==> config.mk <==
export PLATFORM = sky130hd
export DESIGN_NAME = ser_rx_status
export DESIGN_NICKNAME = d
export VERILOG_FILES = /design/src/hw/ser_rx_pkg.sv /design/src/hw/ser_rx_status.sv
export SDC_FILE = /design/constraint.sdc
export NUM_CORES = 1
export LEC_CHECK = 0
export ABC_CLOCK_PERIOD_IN_PS = 5200
export BUFFER_PORTS_ARGS = -buffer_cell sky130_fd_sc_hd__buf_2
export CAP_MARGIN = 20
export CORE_MARGIN = 1
export CORE_UTILIZATION = 50
export DETAILED_ROUTE_END_ITERATION = 8
export GPL_TIMING_DRIVEN = 0
export PLACE_DENSITY = 0.8
export SKIP_CTS_REPAIR_TIMING = 1
export SYNTH_ARGS = -nofsm -noshare
export SYNTH_HDL_FRONTEND = slang
export SYNTH_SLANG_ARGS = --single-unit
export TNS_END_PERCENT = 20
==> constraint.sdc <==
create_clock -name CLOCK_IN -period 5.2 [get_ports CLOCK_IN]
set_input_delay 0.52 -clock CLOCK_IN [delete_from_list [all_inputs] [get_ports CLOCK_IN]]
set_output_delay 0.52 -clock CLOCK_IN [all_outputs]
set_load 0.05 [all_outputs]
==> src/hw/ser_rx_pkg.sv <==
package ser_rx_pkg;
  // register byte offsets on the peripheral bus
  localparam logic [7:0] OFF_STATUS = 8'h00;
  localparam logic [7:0] OFF_RXDATA = 8'h04;
  localparam logic [7:0] OFF_CTRL = 8'h08;
  localparam logic [7:0] OFF_IRQ_STAT = 8'h0c;
  localparam logic [7:0] OFF_IRQ_EN = 8'h10;
  localparam logic [7:0] OFF_IRQ_CLR = 8'h14;
  localparam int ADDR_W = 8;
  localparam int DATA_W = 32;
  localparam int WORD_W = 24;
  localparam int CNT_W = 6;
  // status bit positions
  localparam int ST_IF0 = 0;
  localparam int ST_IF1 = 1;
  localparam int ST_TFS = 2;
  localparam int ST_RFS = 3;
  localparam int ST_ROE = 5;
  localparam int ST_RDF = 7;
  localparam int ST_W = 8;
  // control bit positions
  localparam int CT_RX_ON = 0;
  localparam int CT_NETWORK = 1;
  localparam int CT_SHARED_CLK = 2;
  localparam int CT_TX_ONE_EN = 3;
  localparam int CT_TX_TWO_EN = 4;
  localparam int CT_CTL0_DIR = 5;
  localparam int CT_CTL1_DIR = 6;
  localparam int CT_PFS0 = 7;
  localparam int CT_PFS1 = 8;
  localparam int CT_LSB_FIRST = 9;
  localparam int CT_WL_LO = 10;
  localparam int CT_WL_HI = 12;
  localparam int CT_W = 13;
  localparam logic [CT_W-1:0] CTRL_RESET = 13'h0000;
  // interrupt event bit positions
  localparam int EV_WORD = 0;
  localparam int EV_OVERRUN = 1;
  localparam int EV_FRAME = 2;
  localparam int EV_W = 3;
  // word length codes
  localparam logic [2:0] WL_8 = 3'h0;
  localparam logic [2:0] WL_12 = 3'h1;
  localparam logic [2:0] WL_16 = 3'h2;
  localparam logic [2:0] WL_24 = 3'h3;
  localparam logic [2:0] WL_32 = 3'h4;
  localparam logic [CNT_W-1:0] BITS_8 = 6'h08;
  localparam logic [CNT_W-1:0] BITS_12 = 6'h0c;
  localparam logic [CNT_W-1:0] BITS_16 = 6'h10;
  localparam logic [CNT_W-1:0] BITS_24 = 6'h18;
  localparam logic [CNT_W-1:0] BITS_32 = 6'h20;
  localparam logic [CNT_W-1:0] CNT_ONE = 6'h01;
  localparam logic [CNT_W-1:0] CNT_ZERO = 6'h00;

  typedef enum logic [0:0] {
    RX_IDLE = 1'b0,
    RX_SHIFT = 1'b1
  } rx_state_t;
endpackage : ser_rx_pkg

==> src/hw/ser_rx_status.sv <==
`timescale 1ns/1ps
// What this block does
// - set receive frame sync flag when sync arrived during the shifted word
// - network mode clears receive frame sync flag for a word without sync
// - receive frame sync flag is only meaningful while the receiver is on
// - normal mode reads receive frame sync flag as one
// - normal mode reads transmit frame sync flag as one while transmitting
// - sample control pin one on first bit after frame sync, hold pending
// - copy pending pin one sample into input flag one at word transfer
// - input flag one works only with pin function, shared clock, tx two off, input
// - latch control pin zero on first bit, load flag zero at transfer
// - input flag zero works only with pin function, shared clock, tx one off, input
// - 24-bit shift register shifts on bit clock from frame sync until the word completes
// - msb first when lsb-first control clear, lsb first when set
// - transfer to receive data after 8, 12, 16, 24 or 32 bit clocks
// - receive full set on transfer, cleared by reading receive data
// - overrun set when a word completes while receive full still set
module ser_rx_status
  import ser_rx_pkg::*;
(
  input wire logic CLOCK_IN,
  input wire logic RST_IN,
  input wire logic PSEL_IN,
  input wire logic PENABLE_IN,
  input wire logic PWRITE_IN,
  input wire logic [ADDR_W-1:0] PADDR_IN,
  input wire logic [DATA_W-1:0] PWDATA_IN,
  output logic [DATA_W-1:0] PRDATA_OUT,
  output logic PREADY_OUT,
  output logic PSLVERR_OUT,
  output logic IRQ_OUT,
  input wire logic BIT_CLK_IN,
  input wire logic FRAME_SYNC_IN,
  input wire logic RX_DATA_IN,
  input wire logic CTL_PIN_0_IN,
  input wire logic CTL_PIN_1_IN
);

  function automatic logic [CNT_W-1:0] word_bits(input logic [2:0] code);
    case (code)
      WL_8: word_bits = BITS_8;
      WL_12: word_bits = BITS_12;
      WL_16: word_bits = BITS_16;
      WL_24: word_bits = BITS_24;
      WL_32: word_bits = BITS_32;
      default: word_bits = BITS_8;
    endcase
  endfunction : word_bits

  // two-stage synchronisers; only the second stage is read by logic
  logic [4:0] pin_s1_r;
  logic [4:0] pin_s2_r;
  logic clk_prev_r;
  always_ff @(posedge CLOCK_IN or posedge RST_IN) begin
    if (RST_IN) begin
      pin_s1_r <= 5'h00;
      pin_s2_r <= 5'h00;
      clk_prev_r <= 1'b0;
    end else begin
      pin_s1_r <= {CTL_PIN_1_IN, CTL_PIN_0_IN, RX_DATA_IN, FRAME_SYNC_IN, BIT_CLK_IN};
      pin_s2_r <= pin_s1_r;
      clk_prev_r <= pin_s2_r[0];
    end
  end

  logic bclk_rise;
  logic fs;
  logic din;
  logic ctl0;
  logic ctl1;
  assign bclk_rise = pin_s2_r[0] & ~clk_prev_r;
  assign fs = pin_s2_r[1];
  assign din = pin_s2_r[2];
  assign ctl0 = pin_s2_r[3];
  assign ctl1 = pin_s2_r[4];

  rx_state_t state_r, state_nxt;
  logic [WORD_W-1:0] shift_r, shift_nxt;
  logic [WORD_W-1:0] rx_data_r, rx_data_nxt;
  logic [CNT_W-1:0] cnt_r, cnt_nxt;
  logic [CT_W-1:0] ctrl_r, ctrl_nxt;
  logic fs_seen_r, fs_seen_nxt;
  logic pend0_r, pend0_nxt;
  logic pend1_r, pend1_nxt;
  logic rfs_r, rfs_nxt;
  logic tfs_r, tfs_nxt;
  logic if0_r, if0_nxt;
  logic if1_r, if1_nxt;
  logic rdf_r, rdf_nxt;
  logic roe_r, roe_nxt;
  logic roe_seen_r, roe_seen_nxt;
  logic [EV_W-1:0] ev_stat_r, ev_stat_nxt;
  logic [EV_W-1:0] ev_en_r, ev_en_nxt;
  logic irq_r, irq_nxt;
  logic pready_r, pready_nxt;
  logic pslverr_r, pslverr_nxt;
  logic [DATA_W-1:0] prdata_r, prdata_nxt;

  logic network;
  logic if0_ok;
  logic if1_ok;
  logic [ST_W-1:0] status_view;
  logic mapped;
  logic done;
  logic [WORD_W-1:0] shifted;
  logic first_bit;
  logic word_end;
  logic [EV_W-1:0] ev_set;

  assign network = ctrl_r[CT_NETWORK];
  assign if0_ok = ctrl_r[CT_PFS0] & ctrl_r[CT_SHARED_CLK] & ~ctrl_r[CT_TX_ONE_EN]
    & ~ctrl_r[CT_CTL0_DIR];
  assign if1_ok = ctrl_r[CT_PFS1] & ctrl_r[CT_SHARED_CLK] & ~ctrl_r[CT_TX_TWO_EN]
    & ~ctrl_r[CT_CTL1_DIR];
  assign mapped = (PADDR_IN == OFF_STATUS) | (PADDR_IN == OFF_RXDATA)
    | (PADDR_IN == OFF_CTRL) | (PADDR_IN == OFF_IRQ_STAT)
    | (PADDR_IN == OFF_IRQ_EN) | (PADDR_IN == OFF_IRQ_CLR);
  assign done = PSEL_IN & PENABLE_IN & pready_r;

  always_comb begin
    status_view = '0;
    status_view[ST_RDF] = rdf_r;
    status_view[ST_ROE] = roe_r;
    // rfs is left as last computed while the receiver is off
    status_view[ST_RFS] = network ? rfs_r : 1'b1;
    status_view[ST_TFS] = network ? tfs_r
      : (ctrl_r[CT_TX_ONE_EN] | ctrl_r[CT_TX_TWO_EN]);
    status_view[ST_IF0] = if0_r & if0_ok;
    status_view[ST_IF1] = if1_r & if1_ok;
  end

  always_comb begin
    state_nxt = state_r;
    shift_nxt = shift_r;
    rx_data_nxt = rx_data_r;
    cnt_nxt = cnt_r;
    ctrl_nxt = ctrl_r;
    fs_seen_nxt = fs_seen_r;
    pend0_nxt = pend0_r;
    pend1_nxt = pend1_r;
    rfs_nxt = rfs_r;
    tfs_nxt = tfs_r;
    if0_nxt = if0_r;
    if1_nxt = if1_r;
    rdf_nxt = rdf_r;
    roe_nxt = roe_r;
    roe_seen_nxt = roe_seen_r;
    ev_en_nxt = ev_en_r;
    ev_set = '0;
    first_bit = 1'b0;
    word_end = 1'b0;
    shifted = ctrl_r[CT_LSB_FIRST] ? {din, shift_r[WORD_W-1:1]}
      : {shift_r[WORD_W-2:0], din};

    // receive path: one bit per rising bit clock edge
    if (!ctrl_r[CT_RX_ON]) begin
      state_nxt = RX_IDLE;
      cnt_nxt = CNT_ZERO;
    end else if (bclk_rise) begin
      case (state_r)
        RX_IDLE: begin
          if (fs) begin
            first_bit = 1'b1;
            state_nxt = RX_SHIFT;
          end
        end
        RX_SHIFT: begin
          if (cnt_r == CNT_ZERO) begin
            first_bit = 1'b1;
          end
        end
        default: state_nxt = RX_IDLE;
      endcase
      if (first_bit) begin
        // clean start: no stale bits of the last word in a short one
        shift_nxt = ctrl_r[CT_LSB_FIRST] ? {din, {(WORD_W-1){1'b0}}}
          : {{(WORD_W-1){1'b0}}, din};
        cnt_nxt = CNT_ONE;
        fs_seen_nxt = fs;
        tfs_nxt = fs;
        pend0_nxt = ctl0;
        pend1_nxt = ctl1;
        ev_set[EV_FRAME] = fs;
      end else if (state_r == RX_SHIFT) begin
        shift_nxt = shifted;
        cnt_nxt = cnt_r + CNT_ONE;
        fs_seen_nxt = fs_seen_r | fs;
        if (cnt_r + CNT_ONE == word_bits(ctrl_r[CT_WL_HI:CT_WL_LO])) begin
          word_end = 1'b1;
          cnt_nxt = CNT_ZERO;
          // normal mode waits for the next sync; network runs slot after slot
          state_nxt = network ? RX_SHIFT : RX_IDLE;
        end
      end
    end

    // bus side effects first so that hardware sets below win
    if (done && !PWRITE_IN) begin
      if (PADDR_IN == OFF_STATUS && roe_r) begin
        roe_seen_nxt = 1'b1;
      end
      if (PADDR_IN == OFF_RXDATA) begin
        rdf_nxt = 1'b0;
        if (roe_seen_r) begin
          roe_nxt = 1'b0;
          roe_seen_nxt = 1'b0;
        end
      end
    end
    if (done && PWRITE_IN) begin
      if (PADDR_IN == OFF_CTRL) begin
        ctrl_nxt = PWDATA_IN[CT_W-1:0];
      end
      if (PADDR_IN == OFF_IRQ_EN) begin
        ev_en_nxt = PWDATA_IN[EV_W-1:0];
      end
    end

    if (word_end) begin
      rx_data_nxt = shifted;
      ev_set[EV_WORD] = 1'b1;
      if (rdf_r) begin
        roe_nxt = 1'b1;
        ev_set[EV_OVERRUN] = 1'b1;
      end
      rdf_nxt = 1'b1;
      rfs_nxt = fs_seen_r | fs;
      if0_nxt = pend0_r;
      if1_nxt = pend1_r;
    end

    ev_stat_nxt = ev_stat_r;
    if (done && PWRITE_IN && PADDR_IN == OFF_IRQ_CLR) begin
      ev_stat_nxt = ev_stat_r & ~PWDATA_IN[EV_W-1:0];
    end
    ev_stat_nxt = ev_stat_nxt | ev_set;
    irq_nxt = |(ev_stat_nxt & ev_en_nxt);

    // one wait state: answer registered in the first access cycle
    pready_nxt = PSEL_IN & PENABLE_IN & ~pready_r;
    pslverr_nxt = pready_nxt & ~mapped;
    prdata_nxt = prdata_r;
    if (pready_nxt) begin
      prdata_nxt = '0;
      if (!PWRITE_IN) begin
        case (PADDR_IN)
          OFF_STATUS: prdata_nxt[ST_W-1:0] = status_view;
          OFF_RXDATA: prdata_nxt[WORD_W-1:0] = rx_data_r;
          OFF_CTRL: prdata_nxt[CT_W-1:0] = ctrl_r;
          OFF_IRQ_STAT: prdata_nxt[EV_W-1:0] = ev_stat_r;
          OFF_IRQ_EN: prdata_nxt[EV_W-1:0] = ev_en_r;
          default: prdata_nxt = '0;
        endcase
      end
    end
  end

  always_ff @(posedge CLOCK_IN or posedge RST_IN) begin
    if (RST_IN) begin
      state_r <= RX_IDLE;
      shift_r <= '0;
      rx_data_r <= '0;
      cnt_r <= CNT_ZERO;
      ctrl_r <= CTRL_RESET;
      fs_seen_r <= 1'b0;
      pend0_r <= 1'b0;
      pend1_r <= 1'b0;
      rfs_r <= 1'b0;
      tfs_r <= 1'b0;
      if0_r <= 1'b0;
      if1_r <= 1'b0;
      rdf_r <= 1'b0;
      roe_r <= 1'b0;
      roe_seen_r <= 1'b0;
      ev_stat_r <= '0;
      ev_en_r <= '0;
      irq_r <= 1'b0;
      pready_r <= 1'b0;
      pslverr_r <= 1'b0;
      prdata_r <= '0;
    end else begin
      state_r <= state_nxt;
      shift_r <= shift_nxt;
      rx_data_r <= rx_data_nxt;
      cnt_r <= cnt_nxt;
      ctrl_r <= ctrl_nxt;
      fs_seen_r <= fs_seen_nxt;
      pend0_r <= pend0_nxt;
      pend1_r <= pend1_nxt;
      rfs_r <= rfs_nxt;
      tfs_r <= tfs_nxt;
      if0_r <= if0_nxt;
      if1_r <= if1_nxt;
      rdf_r <= rdf_nxt;
      roe_r <= roe_nxt;
      roe_seen_r <= roe_seen_nxt;
      ev_stat_r <= ev_stat_nxt;
      ev_en_r <= ev_en_nxt;
      irq_r <= irq_nxt;
      pready_r <= pready_nxt;
      pslverr_r <= pslverr_nxt;
      prdata_r <= prdata_nxt;
    end
  end

  assign PRDATA_OUT = prdata_r;
  assign PREADY_OUT = pready_r;
  assign PSLVERR_OUT = pslverr_r;
  assign IRQ_OUT = irq_r;
endmodule : ser_rx_status

* Yosys cells after proc, flatten, opt, wreduce, memory -nomap -nowiden
Cells that the tools add are included.
** Storage, ports and cells
- Register bits after elaboration :: 130
- Latch bits :: 0
- Memory bits (writable) :: 0
- Memory bits (read-only) :: 0
- Output and inout port bits :: 35
- Word-level logic and storage cells :: 144
- Memories kept :: 0
** Operators by class
- Add/subtract/negate cells :: 1
- Multiply operators :: 0
- Div/mod/pow operators :: 0
- Magnitude comparators :: 0
- Equality and inequality tests :: 12
- Shifts and indexed selects :: 0
- Multiplexer cells :: 59
- Bitwise operators :: 32
- Reduce and logical (&&, ||, !) cells :: 16
** Operator list (count)
- 24-bit 2-to-1 mux :: 5
- 6-bit 2-to-1 mux :: 9
- 1-bit 2-to-1 mux :: 35
- 6-bit one-hot mux with 4 select lines :: 1
- 8-bit by 4-bit == test with 1-bit output, second input constant :: 2
- 8-bit by 5-bit == test with 1-bit output, second input constant :: 2
- 3-bit one-hot mux with 5 select lines :: 1
- 5-bit one-hot mux with 3 select lines :: 1
- 1-bit bitwise AND :: 13
- 11-bit 2-to-1 mux :: 1
- 5-bit one-hot mux with 2 select lines :: 1
- 3-bit 2-to-1 mux :: 3
- 8-bit by 3-bit == test with 1-bit output, second input constant :: 1
- 8-bit zero test :: 1
- 1-bit inverter :: 8
- 1-bit OR :: 7
- 6-bit by 1-bit adder with 6-bit output, second input constant :: 1
- 3-bit bitwise AND :: 2
- 3-bit by 2-bit == test with 1-bit output, second input constant :: 2
- 6-bit == test :: 1
- 6-bit zero test :: 1
- 2-bit AND reduction :: 3
- 3-bit AND reduction :: 2
- 2-bit nonzero test :: 3
- 11 further kinds :: 14

* Logic depth before layout (Yosys ltp)
- Depth after elaboration :: 18
- Depth in mapped cells :: 10

* Least setup slack after synthesis
OpenSTA, ideal clock, no wires.
- Path type :: input -> register
- From :: input port PADDR_IN[1]
- To :: register irq_r, in the netlist IRQ_OUT
- Library setup time :: 132 ps
- Arrival :: 2080 ps
- Required time :: 5068 ps
- Slack :: 2988 ps
- Stages :: 7
- Buffers on the path :: 0
- Path through :: or4_4 nor3_4 and3_1 nand3_1 a21o_1 a221oi_1 o21ai_1
** Between the ends
- Cells in the longest elaborated chain, start to end :: 6
- Elaborated cells between the ends (all ways) :: 9
** Ends and longest elaborated chain
- from (decl) :: RTL line ser_rx_status.sv:26 : input wire logic [ADDR_W-1:0] PADDR_IN,
- 8-bit by 5-bit == test with 1-bit output :: RTL line ser_rx_status.sv:233 : if (done && PWRITE_IN && PADDR_IN == OFF_IRQ_CLR) begin
- 1-bit logical AND :: RTL line ser_rx_status.sv:233
- 3-bit 2-to-1 mux :: RTL line ser_rx_status.sv:233
- 3-bit OR :: RTL line ser_rx_status.sv:236 : ev_stat_nxt = ev_stat_nxt | ev_set;
- named net ev_stat_nxt[2] :: RTL line ser_rx_status.sv:92 : logic [EV_W-1:0] ev_stat_r, ev_stat_nxt;
- 3-bit bitwise AND :: RTL line ser_rx_status.sv:237 : irq_nxt = |(ev_stat_nxt & ev_en_nxt);
- 3-bit OR reduction :: RTL line ser_rx_status.sv:237
- named net irq_nxt :: RTL line ser_rx_status.sv:94 : logic irq_r, irq_nxt;
- to (signal assigned) :: RTL line ser_rx_status.sv:299 : irq_r <= irq_nxt;
- to (decl) :: RTL line ser_rx_status.sv:94
The timed path passes the listed nets, and every way through them passes these cells.
A chain may end at the register's enable or synchronous reset.

* Final worst setup path
- From :: register cnt_r[0]
- To :: register rx_data_r[23]
** Between the ends
- Cells in the longest elaborated chain, start to end :: 8
- Elaborated cells between the ends (all ways) :: 12
** Ends and longest elaborated chain
- from (decl) :: RTL line ser_rx_status.sv:80 : logic [CNT_W-1:0] cnt_r, cnt_nxt;
- from (signal assigned) :: RTL line ser_rx_status.sv:285 : cnt_r <= cnt_nxt;
- parallel branches: the longest is 5 deep, another holds 6-bit by 1-bit adder with 6-bit output
- 1-bit 2-to-1 mux (*) :: RTL line ser_rx_status.sv:174 : if (first_bit) begin
- 1-bit 2-to-1 mux (*) :: RTL line ser_rx_status.sv:159 : end else if (bclk_rise) begin
- 1-bit 2-to-1 mux (*) :: RTL line ser_rx_status.sv:156 : if (!ctrl_r[CT_RX_ON]) begin
- to (signal assigned) :: RTL line ser_rx_status.sv:284 : rx_data_r <= rx_data_nxt;
- to (decl) :: RTL line ser_rx_status.sv:79 : logic [WORD_W-1:0] rx_data_r, rx_data_nxt;
Mark *: on every way between the ends. The select of a mux whose other input is x is not followed.

==> results by group <==
Status
  • Status: finished clean

Drt
  • Via density: 5.63
  • Total number of vias: 4092
  • Initial DRT Pass Iterations: 5
  • Final WL: 12200 µm
  • Drt wl/cell: 16.8 µm
  • DRC Markers: 0
  • Initial DRC Count: 338
  • ANT nets after route: 0

Timing
  • Clock Skews: 0.00814 ns
  • Slew HR: 53.2%
  • WHS: 0.103 ns
  • Final worst slack: 2.79 ns
  • Unrepaired setup endpoints after global routing: no
  • Achievable clock frequency: a little over 400 MHz
  • Final period utilization: 46.4%
  • Fin. Hold Viols: 0
  • Setup_tns: 0 ns
  • Post-layout min period: 2.41 ns
  • Final Max Slew Viols: 0
  • Slew of the pin with the lowest slew margin: 0.697 ns
  • Final setup fails: 0

Setup path
  • Max incr delay on CP: 0.59 ns
  • Worst Setup Start Kind: flop
  • Worst-case reg-to-reg path depth: 10
  • CP cell instances: inv_1 -> ha_1 -> nand2_1 -> nand2_1 -> nor3_1 -> o211ai_2 -> buf_6 -> buf_6 -> nand2_1 -> o21ai_0
  • Crit path top cell by count: nand2_1
  • Critical Path AT: 2.78 ns
  • Buf+Inv Stages, Crit Path: 3
  • Data required time at the worst endpoint: between 5 and 6 ns
  • CP Depth: 10
  • WS Path Type: reg -> reg
  • CP endpoint kind: flop
  • Top Family by Delay on Critical Path: simple AND/OR/NAND/NOR gates
  • Worst path slowest cell: nor3_1
  • CP Max Fanout: 10

Final layout
  • # diodes: 0
  • Layout cells sized above 1: 22.3%
  • Final #Nets: 630
  • Area Overhead vs Synth: 20.3%

Clock tree
  • CTS Root Cell: clkbuf_8
  • CTS Buf Count: 17
  • CTS tree: done
  • Clk buf depth: 2
  • Htree depth: 4
  • Register clock-pin slew on the reported worst setup and hold paths: 0.06 ns
  • Clk sink count: 122
  • Worst-Skew Late Latency: 0.52 ns

Logic synthesis
  • Largest cells by area after synthesis: dfrtp_1 (57%), o21ai_0 (6.5%), nand2_1 (6.0%), mux2i_1 (5.1%), mux2_2 (3.8%)
  • Number of synthesized flops with an enable pin: 0
  • Flop and latch count out of synthesis: 122
  • Share of flip-flops with an asynchronous set or reset: 100%
  • Share of the synthesized area in the top cell type: between 50% and 60%
  • Post-synth top flop: dfrtp_1
  • Synth Area per Inst: ~11 µm²
  • Cell Area, Synth: 0.00533 mm²
  • Area leader, netlist: dfrtp_1
  • Synth Instances: 494
  • Synth warnings: 0
  • Synth cell types: 47
  • Sequential share of the synthesized area: 57.3%

Die
  • Core Area: 0.0103 mm²
  • Die height: 105 µm
  • I/O pins: 85
  • Initial Util: 51.6%
  • Row count: 37
  • Die width: 105 µm
  • Die ar.: 0.0111 mm²

Global routing
  • Overall routing resource usage: 23.7%
  • Global-route track usage on met3: 6.49%
  • Antenna violations before repair: 0
  • Layer with the highest usage: met2
  • Met1 Usage GRT: 29.8%
  • First-pass GRT wire length: 19800 µm
  • Number of global-route vias before repair: 3975
  • Met2 Resource Use GR: 39.2%
  • Largest net degree at the start of global routing: 107
  • Global route overflow: 0

Hold path
  • Worst min path class: in -> reg
  • Worst Hold Depth: 1

Power and ir drop
  • P_leak: 2.97 nW
  • VDD IR max: 235 µV
  • Pwr Density: between 300 and 400 mW/mm²

Placed design
  • Final RePlAce weighted congestion: 0.853
  • Place WS: approximately 2.5 ns
  • DP HPWL: 8440 µm
  • Port bufs: 56

Job
  • Max cap viols: 0
## logic make-up after synthesis
logic type	after synthesis	share of synthesized area [%]
simple gates	144	12.6
compound gates	132	15.0
flops	122	57.3
mux	48	9.70
buf+inv	40	3.95
xor+xnor	5	0.822
fa+ha+maj	2	0.470
other cells	1	0.0704
## synthesized netlist by cell type, types with 5 or more instances
| cell | instances |
|---|---|
| dfrtp_1 | 122 |
| nand2_1 | 85 |
| o21ai_0 | 69 |
| mux2i_1 | 27 |
| nor2_1 | 19 |
| mux2_2 | 18 |
| a22oi_1 | 13 |
| a22o_1 | 12 |
| clkbuf_1 | 12 |
| inv_1 | 12 |
| a21oi_1 | 11 |
| nand3_1 | 11 |
| buf_4 | 8 |
| a21o_1 | 5 |
| and3_1 | 5 |
| o21ai_1 | 5 |
| xnor2_1 | 5 |
## per-layer routing
metal | up-vias | wire (µm) | share of wire (%)
li1 | 1906 | - | -
met3 | 10 | 728 | 6.0
met2 | 141 | 6040 | 50
met1 | 2035 | 5300 | 43
met5 | - | 0 | 0
met4 | 0 | 127 | 1.0
## final timing paths
path / startpoint / end / slack, ns
max: cnt_r[0]$_DFFE_PP0P_ / rx_data_r[23]$_DFFE_PP0P_ / 2.79
min: FRAME_SYNC_IN / pin_s1_r[1]$_DFF_PP0_ / 0.10
max reg2reg: cnt_r[0]$_DFFE_PP0P_ / rx_data_r[23]$_DFFE_PP0P_ / 2.79
min reg2reg: pin_s1_r[4]$_DFF_PP0_ / pin_s2_r[4]$_DFF_PP0_ / 0.36
max in group asynchronous: RST_IN / ctrl_r[8]$_DFFE_PP0P_ / 4.00
min in group asynchronous: RST_IN / cnt_r[5]$_DFFE_PP0P_ / 0.46
## final cells by class
type / instances / area (µm²)
Multi-Input combinational cell: 339 / 2090
Timing Repair Buffer: 58 / 318
Clock inverter: 13 / 118
Sequential cell: 122 / 3050
Fill cell: 793 / 3920
Clock buffer: 19 / 442
Inverter: 12 / 50.0
Buffer: 28 / 165
Tap cell: 136 / 170
## report_power, final
part	switching, W	total [W]	internal, W
Sequential	0.00000340	0.000960	0.000956
Combinational	0.0000553	0.0000768	0.0000215
Clock	0.000441	0.00110	0.000660
Total	0.000500	0.00214	0.00164
## cell usage in the layout, fill, tap and decap left out, drive strengths merged, types with 13 or more instances in the layout
cell and count:
inv 15, o21ai 74, a22oi 13, dfrtp 122, nor2 19, mux2 20
nand2 85, mux2i 28, clkbuf 31, buf 73
## state kept, by name, summed over array words and instances, names as in the netlist, 3 cells and up
| signal | cells |
|---|---|
| PRDATA_OUT | 24 |
| rx_data_r | 24 |
| shift_r | 24 |
| ctrl_r | 13 |
| cnt_r | 6 |
| pin_s1_r | 5 |
| pin_s2_r | 5 |
| ev_en_r | 3 |
| ev_stat_r | 3 |
## per-stage QoR
step | std cells | utilization (%) | cell area, µm² | power [W]
6_report | 727 | 62.0 | 6400 | 0.00214
5_1_grt | 727 | 62.0 | 6400 | 0.00221
4_1_cts | 726 | 61.9 | 6390 | 0.00215
3_5_place_dp | 694 | 56.5 | 5830 | 0.00105
3_3_place_gp | 693 | 56.2 | 5800 | 0.00105
2_1_floorplan | 501 | - | 5350 | 0.00102
No activity file was read; power rests on OpenSTA's default activity.
